<file path="src/tcps_defs.vh">
`ifndef TCPS_DEFS_VH
`define TCPS_DEFS_VH

// register word index on the avalon slave
`define TCPS_ADDR_W        2
`define TCPS_REG_CONTROL   2'h0
`define TCPS_REG_COUNT_LO  2'h1
`define TCPS_REG_COUNT_HI  2'h2
`define TCPS_REG_IRQ_CTRL  2'h3

// timer_control fields
`define TCPS_CTL_RUN       7
`define TCPS_CTL_NARROW    6
`define TCPS_CTL_SOURCE    5
`define TCPS_CTL_EDGE      4
`define TCPS_CTL_BYPASS    3
`define TCPS_CTL_RATIO_HI  2
`define TCPS_CTL_RATIO_LO  0

// interrupt_control fields
`define TCPS_IRQ_ENABLE    5
`define TCPS_IRQ_FLAG      2

// reset values and all-ones constants
`define TCPS_CONTROL_RST   8'hFF
`define TCPS_BYTE_ZERO     8'h00
`define TCPS_WORD_ZERO     16'h0000
`define TCPS_READ_ZERO     32'h00000000
`define TCPS_PRE_ZERO      8'h00
`define TCPS_BYTE_ONES     8'hFF
`define TCPS_WORD_ONES     16'hFFFF

// timing
`define TCPS_CORE_CLK_HZ   10000000
`define TCPS_INSTR_DIV     4
`define TCPS_DIV_W         2
`define TCPS_INHIBIT_TICKS 2'h2
`define TCPS_INHIBIT_W     2

`endif

</file>
<file path="src/tcps_timer.v">
`include "tcps_defs.vh"

module tcps_timer
#(
    parameter INSTR_DIV = `TCPS_INSTR_DIV
)
(
    input  wire        core_clk_in,          // 10 MHz core clock
    input  wire        rst_n_in,             // async reset, active low
    input  wire [1:0]  avs_address_in,       // register word index
    input  wire        avs_read_in,          // avalon read request
    input  wire        avs_write_in,         // avalon write request
    input  wire [31:0] avs_writedata_in,     // avalon write data
    input  wire [3:0]  avs_byteenable_in,    // avalon byte enables
    input  wire        sleep_in,             // core asleep, same clock domain
    input  wire        ext_count_in,         // external count pin, async
    output wire [31:0] avs_readdata_out,     // avalon read data
    output wire        avs_waitrequest_out,  // avalon wait request
    output wire        overflow_irq_out      // overflow interrupt request
);

    // mask of prescaler bits that must wrap to give one output event
    function [7:0] tcps_ratio_mask;
        input [2:0] ratio;
        begin
            tcps_ratio_mask = (`TCPS_BYTE_ONES >> (3'h7 - ratio));
        end
    endfunction

    reg  [7:0]  control_r;
    reg  [15:0] count_r;
    reg  [7:0]  high_buf_r;
    reg         irq_en_r;
    reg         flag_r;
    reg  [7:0]  pre_r;
    reg  [`TCPS_INHIBIT_W-1:0] inhibit_r;
    reg  [`TCPS_DIV_W-1:0]     div_r;
    reg         ext_meta_r;
    reg         ext_sync_r;
    reg         ext_prev_r;
    reg         wait_r;
    reg  [31:0] rdata_r;
    reg         irq_r;

    wire        run_enable          = control_r[`TCPS_CTL_RUN];
    wire        narrow_width_select = control_r[`TCPS_CTL_NARROW];
    wire        count_source_select = control_r[`TCPS_CTL_SOURCE];
    wire        count_edge_select   = control_r[`TCPS_CTL_EDGE];
    wire        prescaler_bypass    = control_r[`TCPS_CTL_BYPASS];
    wire [2:0]  prescale_ratio      = control_r[`TCPS_CTL_RATIO_HI:`TCPS_CTL_RATIO_LO];

    wire        req       = avs_read_in | avs_write_in;
    wire        wr_accept = avs_write_in & ~wait_r & avs_byteenable_in[0];
    wire        rd_first  = avs_read_in & wait_r;
    wire        wr_ctrl   = wr_accept & (avs_address_in == `TCPS_REG_CONTROL);
    wire        wr_low    = wr_accept & (avs_address_in == `TCPS_REG_COUNT_LO);
    wire        wr_high   = wr_accept & (avs_address_in == `TCPS_REG_COUNT_HI);
    wire        wr_irq    = wr_accept & (avs_address_in == `TCPS_REG_IRQ_CTRL);
    wire        rd_low    = rd_first & (avs_address_in == `TCPS_REG_COUNT_LO);
    wire [7:0]  wbyte     = avs_writedata_in[7:0];

    // one tick per instruction cycle
    wire        instr_tick = (div_r == INSTR_DIV - 1);

    // edges seen only after the two synchroniser stages
    wire        ext_rise  = ext_sync_r & ~ext_prev_r;
    wire        ext_fall  = ~ext_sync_r & ext_prev_r;
    wire        ext_edge  = count_edge_select ? ext_fall : ext_rise;

    // the timer is frozen while stopped, asleep, or after a count write
    wire        active    = run_enable & ~sleep_in & (inhibit_r == 0);
    wire        src_ev    = active & (count_source_select ? ext_edge
                                                          : instr_tick);
    wire [7:0]  pre_nxt   = pre_r + 8'h01;
    wire        pre_ev    = src_ev &
                            ((pre_nxt & tcps_ratio_mask(prescale_ratio)) == 0);
    // bypass is read live, so reassignment takes hold on the next event
    wire        cnt_ev    = prescaler_bypass ? src_ev : pre_ev;

    wire        wrap8     = (count_r[7:0] == `TCPS_BYTE_ONES);
    wire        wrap16    = (count_r == `TCPS_WORD_ONES);
    wire        overflow  = cnt_ev & (narrow_width_select ? wrap8 : wrap16);

    reg  [15:0] count_nxt;
    reg  [31:0] rdata_nxt;

    always @*
    begin
        count_nxt = count_r;
        if (wr_low)
        begin
            count_nxt[7:0] = wbyte;
            if (!narrow_width_select)
            begin
                count_nxt[15:8] = high_buf_r;
            end
        end
        else if (cnt_ev)
        begin
            if (narrow_width_select)
            begin
                count_nxt[7:0] = count_r[7:0] + 8'h01;
            end
            else
            begin
                count_nxt = count_r + 16'h0001;
            end
        end
    end

    always @*
    begin
        rdata_nxt = `TCPS_READ_ZERO;
        case (avs_address_in)
            `TCPS_REG_CONTROL:  rdata_nxt[7:0] = control_r;
            `TCPS_REG_COUNT_LO: rdata_nxt[7:0] = count_r[7:0];
            `TCPS_REG_COUNT_HI: rdata_nxt[7:0] = high_buf_r;
            `TCPS_REG_IRQ_CTRL:
            begin
                rdata_nxt[`TCPS_IRQ_ENABLE] = irq_en_r;
                rdata_nxt[`TCPS_IRQ_FLAG]   = flag_r;
            end
            default:            rdata_nxt = `TCPS_READ_ZERO;
        endcase
    end

    // avalon handshake: every access waits exactly one cycle
    always @(posedge core_clk_in or negedge rst_n_in)
    begin
        if (!rst_n_in)
        begin
            wait_r  <= 1'b1;
            rdata_r <= `TCPS_READ_ZERO;
        end
        else
        begin
            if (req && wait_r)
            begin
                wait_r <= 1'b0;
            end
            else
            begin
                wait_r <= 1'b1;
            end
            if (rd_first)
            begin
                rdata_r <= rdata_nxt;
            end
        end
    end

    always @(posedge core_clk_in or negedge rst_n_in)
    begin
        if (!rst_n_in)
        begin
            ext_meta_r <= 1'b0;
            ext_sync_r <= 1'b0;
            ext_prev_r <= 1'b0;
        end
        else
        begin
            ext_meta_r <= ext_count_in;
            ext_sync_r <= ext_meta_r;
            ext_prev_r <= ext_sync_r;
        end
    end

    always @(posedge core_clk_in or negedge rst_n_in)
    begin
        if (!rst_n_in)
        begin
            div_r <= {`TCPS_DIV_W{1'b0}};
        end
        else if (instr_tick)
        begin
            div_r <= {`TCPS_DIV_W{1'b0}};
        end
        else
        begin
            div_r <= div_r + 1'b1;
        end
    end

    always @(posedge core_clk_in or negedge rst_n_in)
    begin
        if (!rst_n_in)
        begin
            inhibit_r <= {`TCPS_INHIBIT_W{1'b0}};
        end
        else if (wr_low)
        begin
            inhibit_r <= `TCPS_INHIBIT_TICKS;
        end
        else if (instr_tick && inhibit_r != 0)
        begin
            inhibit_r <= inhibit_r - 1'b1;
        end
    end

    // hidden prescaler: no address reads it; a count write clears it unless bypassed
    always @(posedge core_clk_in or negedge rst_n_in)
    begin
        if (!rst_n_in)
        begin
            pre_r <= `TCPS_PRE_ZERO;
        end
        else if (wr_low && !prescaler_bypass)
        begin
            pre_r <= `TCPS_PRE_ZERO;
        end
        else if (src_ev && !prescaler_bypass)
        begin
            pre_r <= pre_nxt;
        end
    end

    always @(posedge core_clk_in or negedge rst_n_in)
    begin
        if (!rst_n_in)
        begin
            control_r  <= `TCPS_CONTROL_RST;
            count_r    <= `TCPS_WORD_ZERO;
            high_buf_r <= `TCPS_BYTE_ZERO;
            irq_en_r   <= 1'b0;
        end
        else
        begin
            count_r <= count_nxt;
            // a count write never touches the assignment bit
            if (wr_ctrl)
            begin
                control_r <= wbyte;
            end
            if (wr_high)
            begin
                high_buf_r <= wbyte;
            end
            else if (rd_low && !narrow_width_select)
            begin
                high_buf_r <= count_r[15:8];
            end
            if (wr_irq)
            begin
                irq_en_r <= wbyte[`TCPS_IRQ_ENABLE];
            end
        end
    end

    // set wins over a software clear in the same cycle
    always @(posedge core_clk_in or negedge rst_n_in)
    begin
        if (!rst_n_in)
        begin
            flag_r <= 1'b0;
        end
        else if (overflow)
        begin
            flag_r <= 1'b1;
        end
        else if (wr_irq)
        begin
            flag_r <= wbyte[`TCPS_IRQ_FLAG];
        end
    end

    always @(posedge core_clk_in or negedge rst_n_in)
    begin
        if (!rst_n_in)
        begin
            irq_r <= 1'b0;
        end
        else
        begin
            irq_r <= flag_r & irq_en_r;
        end
    end

    assign avs_readdata_out    = rdata_r;
    assign avs_waitrequest_out = wait_r;
    assign overflow_irq_out    = irq_r;

endmodule // tcps_timer

</file>
<file path="config.mk">
export PLATFORM = sky130hd
export DESIGN_NAME = tcps_timer
export DESIGN_NICKNAME = d
export VERILOG_FILES = /design/src/tcps_timer.v
export VERILOG_INCLUDE_DIRS = /design/src
export SDC_FILE = /design/constraint.sdc
export NUM_CORES = 1
export LEC_CHECK = 0
export ABC_CLOCK_PERIOD_IN_PS = 3900
export BUFFER_PORTS_ARGS = -buffer_cell sky130_fd_sc_hd__buf_2
export CAP_MARGIN = 20
export CORE_MARGIN = 8
export CORE_UTILIZATION = 35
export CTS_CLUSTER_SIZE = 24
export DETAILED_ROUTE_END_ITERATION = 6
export HOLD_SLACK_MARGIN = 0.15
export PLACE_DENSITY_LB_ADDON = 0.15
export SYNTH_ARGS = -nofsm -noshare
export SYNTH_HDL_FRONTEND = slang
export SYNTH_SLANG_ARGS = --single-unit
export TNS_END_PERCENT = 50
</file>
<file path="constraint.sdc">
create_clock -name core_clk_in -period 3.9 [get_ports core_clk_in]
set_input_delay 0 -clock core_clk_in [delete_from_list [all_inputs] [get_ports core_clk_in]]
set_output_delay 0 -clock core_clk_in [all_outputs]
set_load 0.02 [all_outputs]
</file>
Yosys cells after proc, flatten, opt, wreduce, memory -nomap -nowiden
Index checks and enable logic that the tools add are counted.
{"block": "classes", "addsub": 6, "n_mux": 24, "eq_ne": 8, "bitwise": 22, "div_mod_pow": 0, "n_reduce_logical": 17, "multipliers": 0, "n_shift": 1, "order_cmp": 0}
{"operator": "2-to-1 mux 8 bit", "count": 7}
{"operator": "zero test 32 bit", "count": 1}
{"operator": "2-to-1 mux 16 bit", "count": 2}
{"operator": "case mux 2 bit (3 select lines)", "count": 3}
{"operator": "adder 16 x 1 -> 16 bit (second input constant)", "count": 1}
{"operator": "adder 8 x 1 -> 8 bit (second input constant)", "count": 2}
{"operator": "AND 1 bit", "count": 16}
{"operator": "equality test 16 bit (second input constant)", "count": 1}
{"operator": "nonzero test 2 bit", "count": 6}
{"operator": "AND 8 bit", "count": 1}
{"operator": "equality test 8 bit (second input constant)", "count": 1}
{"operator": "case mux 1 bit (4 select lines)", "count": 2}
{"operator": ">> shifter 8 x 3 -> 8 bit (first input constant)", "count": 1}
{"operator": "2-to-1 mux 1 bit", "count": 7}
{"operator": "equality test 2 bit (second input constant)", "count": 3}
{"operator": "2-to-1 mux 2 bit", "count": 3}
{"operator": "logical AND 1 bit", "count": 5}
{"operator": "zero test 2 bit", "count": 2}
{"operator": "!= test 2 bit (second input constant)", "count": 2}
{"operator": "NOT 1 bit", "count": 4}
{"operator": "AND reduction 3 bit", "count": 1}
{"operator": "subtractor 3 bit (first input constant)", "count": 1}
{"operator": "adder 2 x 1 -> 2 bit (second input constant)", "count": 1}
{"operator": "equality test 2 x 1 -> 1 bit (second input constant)", "count": 1}
{"operator": "3 further kinds", "count": 4}
{"block": "totals", "romBits": 0, "n_memories": 0, "ram_bits": 0, "input_bits": 44, "ff_bits": 59, "out_inout_bits": 34, "latch_bits": 0}

Longest topological paths before layout
Gate-level depths: netlist of the first run.
{"block": "depth", "ltp_word": 9, "mapped_depth": 9, "mapped_depth_nobuf": 8}

Least setup slack after synthesis of the first run
No wires, ideal clock.
{"block": "synth_path", "kind": "flip-flop to flip-flop", "start": "register pre_r[0]", "end": "register count_r[6]", "setup_time_ps": 132, "n_path_buf": 1, "stages_incl_launch_ff": 10, "period_less_slack_ps": 2281, "t_arrival_ps": 2149, "path_slack_ps": 1619, "cell_sequence": "dfrtp_1 > ha_1 > and3_1 > mux2i_1 > a211o_1 > o41a_1 > buf_6 > nor4b_4 > xnor2_1 > o21ai_1"}
{"block": "synth_via", "elab_chain_len": 6}
{"element": "start: declaration", "line_no": "tcps_timer.v:35", "text": "reg [7:0] pre_r;"}
{"element": "start signal: assignment", "line_no": "tcps_timer.v:205", "text": "pre_r <= `TCPS_PRE_ZERO;"}
{"element": "start signal: assignment", "line_no": "tcps_timer.v:209", "text": "pre_r <= `TCPS_PRE_ZERO;"}
{"element": "start signal: assignment", "line_no": "tcps_timer.v:213", "text": "pre_r <= pre_nxt;"}
{"element": "adder 8 x 1 -> 8 bit", "line_no": "tcps_timer.v:74", "text": "wire [7:0] pre_nxt = pre_r + 8'h01;"}
{"element": "AND 8 bit", "line_no": "tcps_timer.v:76", "text": "((pre_nxt & tcps_ratio_mask(prescale_ratio)) == 0);"}
{"element": "zero test 32 bit", "line_no": "tcps_timer.v:76"}
{"element": "AND 1 bit", "line_no": "tcps_timer.v:75", "text": "wire pre_ev = src_ev &"}
{"element": "2-to-1 mux 1 bit", "line_no": "tcps_timer.v:78", "text": "wire cnt_ev = prescaler_bypass ? src_ev : pre_ev;"}
{"element": "nonzero test 2 bit (no source line)"}
{"element": "end signal: assignment", "line_no": "tcps_timer.v:222", "text": "count_r <= `TCPS_WORD_ZERO;"}
{"element": "end signal: assignment", "line_no": "tcps_timer.v:228", "text": "count_r <= count_nxt;"}
{"element": "end: declaration", "line_no": "tcps_timer.v:31", "text": "reg [15:0] count_r;"}
Every way passes these cells.
A chain may end at the register's enable or synchronous reset.

Final worst setup path of the first run
{"block": "layout_path", "start": "register pre_r[0]", "end": "register count_r[1]"}
The elaborated chain is that of the path after synthesis.

==> reports/metrics.cfg, run 1 <==
[run_status]
status=finished clean

[timing]
worst_pin_slew_ps=912
hold_viol=0
whs_ps=171
rsz0062_at_grt=false
relSlewSlack=0.389
final.period_utilization=0.672
min_period_ps=2620
finalClockSkew_ps=15.7
drv_slew=0
setup_tns_ps=0
setup_viol=0
timing.fmax_ghz=0.382

[synthesis]
synth_area_leaders=dfrtp_1 37%, dfstp_2 7.0%, mux2i_1 5.6%
synth-seq-cells=59
synth_compound_area_frac=0.158
synthCells=365
synth_top_family_by_area=simple AND/OR/NAND/NOR gates
syn-cell-area_um2=3390
synth-seq-area-share=0.439
synth.distinct_cells=52
synth_fa_ha_area_frac=0.0148
synth_top_area_cell=dfrtp_1
async_reset_ff_frac=1.00
syn_area_per_cell_um2=9.28
synthDominantCellAreaShare=0.370
synth_flop_cell=dfrtp_1
yosysWarnings=0
synth_edf_count=0
synthXorXnorAreaFrac=0.0259
synth-simple-area-share=0.184
muxShareOfSynthArea=0.0994

[cts]
cts.path.max_buffers=2
path_clk_slew_ps=70
cts_tree=yes
cts.htree.levels=3
root_buffer=clkbuf_8
clock_latency_ps=350
clock-sinks=59
cts_buffers=9

[worst_setup_path]
crit_top_cell=mux2i_1
cpPeakStageDelay_ps=550
critical_path_arrival_ps=2830
worstSetupPathType=reg -> reg
crit_fanout=9
setup.worst_path.end_class=register
start_kind=register
cp_cell_sequence=ha_1 > and3_1 > mux2i_1 > a211o_1 > o41a_1 > nor2_4 > mux2i_1 > a21oi_1
crit_path_top_delay_cell=o41a_1
required_ps=4110

[floorplanning]
start_util=0.353
fp.dieW_um=114
dieHeight_um=114
ios=78
rows=36
die_area_um2=13100
coreArea_um2=9590

[placed_design]
place_congestion=0.784
dp_hpwl_um=6180
dp_cells=512
port_buffers=26

[grt]
grt_max_degree=60
first_global_vias=2651
grtUsageTotal=0.138
grt_pass1_wl_um=14000
grt.overflow.total=0
antenna_found_initial=0

[final_layout]
finish.net_count=450
syn_to_final_growth_pct=14.9
antennaDiodeCount=0
final_common_cell=dfrtp_1
fill_cells=967
drive_gt1_frac=0.187
finalNonFillerCells=540
mostFrequentLayoutCells=50 x dfrtp_1, 41 x nor2_1, 35 x nand2_1

[detailed_routing]
wl_per_cell_um=16.0
drt_first_pass_iters=4
ant_nets=0
drt_iter0_markers=131
finalWirelength_um=8640
drc=0
vias=2680
avgViaCountPerCell=4.96

[power]
power_density_nw_per_um2=536
ir_drop_uv=230
p_leak_nw=1.61

[worst_hold_path]
min_path_type=in -> reg

[job]
drv_cap=0

==> cell usage after synthesis, types with 2 or more instances <==
cell,n
dfrtp_1,50
nor2_1,42
nand2_1,35
a21oi_1,30
o21ai_0,30
buf_4,24
mux2i_1,19
nand3_1,12
clkbuf_1,11
xnor2_1,10
dfstp_2,9
mux2_2,9
nor3_1,7
o21ai_1,7
inv_1,5
a31oi_1,4
ha_1,4
o211ai_1,4
and3_1,3
buf_1,3
nand2b_1,3
nand4_1,3
o31ai_1,3
or3_1,3
a211o_1,2
and2_1,2
mux4_2,2
nand3b_1,2
nor3_2,2
nor4_1,2
o22a_1,2
==> cell families (layout without fill, tap and decap cells) <==
kind of cell	count (synthesis)	after routing
and+or+nand+nor	125	125
AOI/OAI and AO/OA	92	92
DFF	59	59
buffers and inverters	44	63
muxes	30	30
xor gates and xnor gates	10	10
adders and majority gates	4	4
other	1	24
==> where the power goes <==
group / internal, mW / switching (mW) / leakage (nW) / total (mW)
Combinational: 0.228 / 0.297 / 0.778 / 0.525
Sequential: 0.786 / 0.167 / 0.721 / 0.953
Clock: 0.345 / 0.260 / 0.108 / 0.606
==> layer usage <==
metal / GRT usage / vias to the layer above / part of all wire
li1: - / 1325 / -
met1: 0.179 / 1270 / 0.46
met2: 0.218 / 74 / 0.46
met3: 0.0280 / 11 / 0.063
met4: 0.0577 / 0 / 0.012
met5: 0 / - / 0
==> sequential cells by signal, indices dropped and copies added (netlist names) <==
register             count
avs_readdata_out         8
avs_waitrequest_out      1
control_r                8
count_r                 16
div_r                    2
ext_meta_r               1
ext_prev_r               1
ext_sync_r               1
flag_r                   1
high_buf_r               8
inhibit_r                2
irq_en_r                 1
overflow_irq_out         1
pre_r                    8
==> worst paths after layout <==
path	from	end	slack, ps	cells past startpoint
max in group asynchronous	rst_n_in	avs_readdata_out[5]$_DFFE_PN0P_	3020	3
max reg2reg	pre_r[0]$_DFFE_PN0P_	count_r[1]$_DFFE_PN0P_	1280	8
min in group asynchronous	rst_n_in	pre_r[3]$_DFFE_PN0P_	330	3
min	avs_address_in[1]	control_r[6]$_DFFE_PN1P_	170	4
min reg2reg	ext_meta_r$_DFF_PN0_	ext_sync_r$_DFF_PN0_	350	0
max	pre_r[0]$_DFFE_PN0P_	count_r[1]$_DFFE_PN0P_	1280	8
==> final cells by class <==
class                   instances  area, um2  share of cell area
clock buffers                  12        165              0.0425
clock inverters                 4       47.5              0.0122
well taps                     133        166              0.0428
flip-flops and latches         59       1490               0.382
inverters                       5       18.8             0.00482
multi-input cells             285       1720               0.443
repair buffers                 42        280              0.0720
==> repair_timing <==
action                    in CTS  in global routing
hold endpoints to repair      78                  0
setup buffers                  0                  0
gates resized for setup        0                  0
hold buffers                  12                  0
==> metrics by stage <==
stage | setup WS (ps) | total power, mW | cell area [um2] | utilization
finish | 1280 | 2.08 | 3890 | 0.405
global route | 1110 | 2.22 | 3890 | 0.405
CTS | 1270 | 2.11 | 3890 | 0.405
detailed placement | 1280 | 1.49 | 3560 | 0.371
global placement | 1320 | 1.47 | 3560 | 0.371
floorplan | 1620 | 1.33 | 3470 | -
==> worst max-delay path, delay by kind of cell (launching register included) <==
| family | cells | cell delay (ps) |
|---|---|---|
| AO/OA/AOI/OAI | 3 | 890 |
| flip-flops | 1 | 440 |
| adder cells (fa/ha/maj) | 1 | 280 |
| AND/OR/NAND/NOR | 2 | 540 |
| multiplexers | 2 | 340 |
(Power assumes the default switching activity.)
==> run 2, diff against run 1 <==
--- a/config.mk
+++ b/config.mk
@@ -6,7 +6,7 @@
 export SDC_FILE = /design/constraint.sdc
 export NUM_CORES = 1
 export LEC_CHECK = 0
-export ABC_CLOCK_PERIOD_IN_PS = 3900
+export ABC_CLOCK_PERIOD_IN_PS = 2600
 export BUFFER_PORTS_ARGS = -buffer_cell sky130_fd_sc_hd__buf_2
 export CAP_MARGIN = 20
 export CORE_MARGIN = 8
==> constraint.sdc (replaced) <==
create_clock -name core_clk_in -period 2.6 [get_ports core_clk_in]
set_input_delay 0 -clock core_clk_in [delete_from_list [all_inputs] [get_ports core_clk_in]]
set_output_delay 0 -clock core_clk_in [all_outputs]
set_load 0.02 [all_outputs]
==> reports/metrics.cfg, run 2 (synthesized netlist as in run 1, its figures left out) <==
[detailed_routing]
wl_met3_um=456
top_layer_used=met4
avgViaCountPerCell=4.94
wl_per_cell_um=15.9
drt_first_pass_iters=4
wl_met1_um=4210
ant_nets=0
vias=2726
drc=0
finalWirelength_um=8800
routed-wl-met2_um=3990
drt_iter0_markers=120

[floorplanning]
die_area_um2=13100
start_util=0.353
rows=36
dieHeight_um=114
ios=78
fp.dieW_um=114
coreArea_um2=9590

[worst_setup_path]
critical_path_arrival_ps=2650
setup.worst_path.end_class=register
required_ps=2820
r2r-end=count_r[1]$_DFFE_PN0P_
reg2reg_slack_ps=170
start_kind=register
crit_fanout=9
r2r_start=pre_r[1]$_DFFE_PN0P_
worstSetupPathType=reg -> reg
ff2ff_path_depth=9

[cts]
cts.htree.levels=3
path_clk_slew_ps=70
root_buffer=clkbuf_8
cts.path.max_buffers=2
cts_tree=yes
ctsResizeCount=0
cts_setup_buffers=0
cts_buffers=9
clock_latency_ps=360
clock-sinks=59

[power]
power_density_nw_per_um2=772
p_leak_nw=1.65
ir_drop_uv=350

[grt]
grt.overflow.total=0
grt_pass1_wl_um=13900
grt_max_degree=42
first_global_vias=2572
antenna_found_initial=0
grtUsageTotal=0.140

[timing]
whs_ps=196
min_period_ps=2430
hold_viol=0
rsz0062_at_grt=false
worst_pin_slew_ps=700
drv_slew=0
setup_tns_ps=0
finalClockSkew_ps=13.3
timing.fmax_ghz=0.412
setup_viol=0
relSlewSlack=0.531
final.period_utilization=0.933

[job]
drv_cap=0

[final_layout]
antennaDiodeCount=0
fill_cells=971
finish.utilization=0.413
syn_to_final_growth_pct=17.0
largest_reg_flops=16
finish.net_count=462
mostFrequentLayoutCells=50 x dfrtp_1, 41 x nor2_1, 35 x nand2_1
drive_gt1_frac=0.208
regMostFlops=count_r
final_common_cell=dfrtp_1

[worst_hold_path]
min_path_type=in -> reg
holdCritStartpoint=avs_address_in[1]
holdPathEnd=flag_r$_DFFE_PN0P_
hold_depth=5

[placed_design]
place_congestion=0.785
port_buffers=26
dp_hpwl_um=6430

[run_status]
status=finished clean

==> run 2: timing repair <==
action	in CTS	in global routing
endpoints found under the setup margin	0	0
hold buffers	13	0
endpoints found under the hold margin	46	0
==> run 2: per-stage QoR <==
stage / cells / worst slack [ps] / area (um2) / power [mW]
2_1_floorplan: 388 / 319 / 3470 / 2.00
3_3_place_gp: 523 / 186 / 3650 / 2.26
3_5_place_dp: 523 / 169 / 3650 / 2.29
4_1_cts: 552 / 154 / 3960 / 3.10
5_1_grt: 552 / 52.2 / 3960 / 3.25
6_report: 552 / 175 / 3960 / 3.06
==> run 2: how the worst max path moves through the flow <==
| stage | from | to | slack (ps) | cells past startpoint |
|---|---|---|---|---|
| 5_1_grt | pre_r[1]$_DFFE_PN0P_ | count_r[1]$_DFFE_PN0P_ | 50 | 9 |
| 2_1_floorplan | pre_r[0]$_DFFE_PN0P_ | count_r[6]$_DFFE_PN0P_ | 320 | 9 |
| 4_1_cts | pre_r[1]$_DFFE_PN0P_ | count_r[1]$_DFFE_PN0P_ | 150 | 9 |
| 6_report | pre_r[1]$_DFFE_PN0P_ | count_r[1]$_DFFE_PN0P_ | 170 | 9 |
| 3_3_place_gp | pre_r[1]$_DFFE_PN0P_ | count_r[1]$_DFFE_PN0P_ | 190 | 9 |
| 3_5_place_dp | pre_r[1]$_DFFE_PN0P_ | count_r[1]$_DFFE_PN0P_ | 170 | 9 |
==> run 2: power breakdown <==
part | internal [mW] | leakage, nW | total (mW) | switching, mW
sequential | 1.18 | 0.721 | 1.42 | 0.238
combinational | 0.390 | 0.839 | 0.861 | 0.471
clock | 0.391 | 0.0949 | 0.781 | 0.390
total | 1.96 | 1.65 | 3.06 | 1.10
==> run 2: layer usage <==
layer | global-route usage | up-vias
met5 | 0 | -
met4 | 0.0603 | 0
met3 | 0.0338 | 8
met2 | 0.213 | 62
met1 | 0.184 | 1310
li1 | - | 1346
==> run 2: area by class of cell <==
cell class | instances | area [um2] | share of cell area
repair buffers | 54 | 385 | 0.0973
multi-input cells | 285 | 1720 | 0.435
inverters | 5 | 18.8 | 0.00474
flip-flops and latches | 59 | 1490 | 0.376
well taps | 133 | 166 | 0.0420
clock inverters | 5 | 27.5 | 0.00695
clock buffers | 11 | 151 | 0.0382
==> run 2: critical path, cell delays in order (launching register included) <==
cell and delay [ps]:
dfrtp_1 420, ha_1 250, and3_1 240, mux2i_1 120, a211o_1 260, o41a_1 360, buf_12 170, nor2_4 190
mux2i_1 210, a21oi_1 80
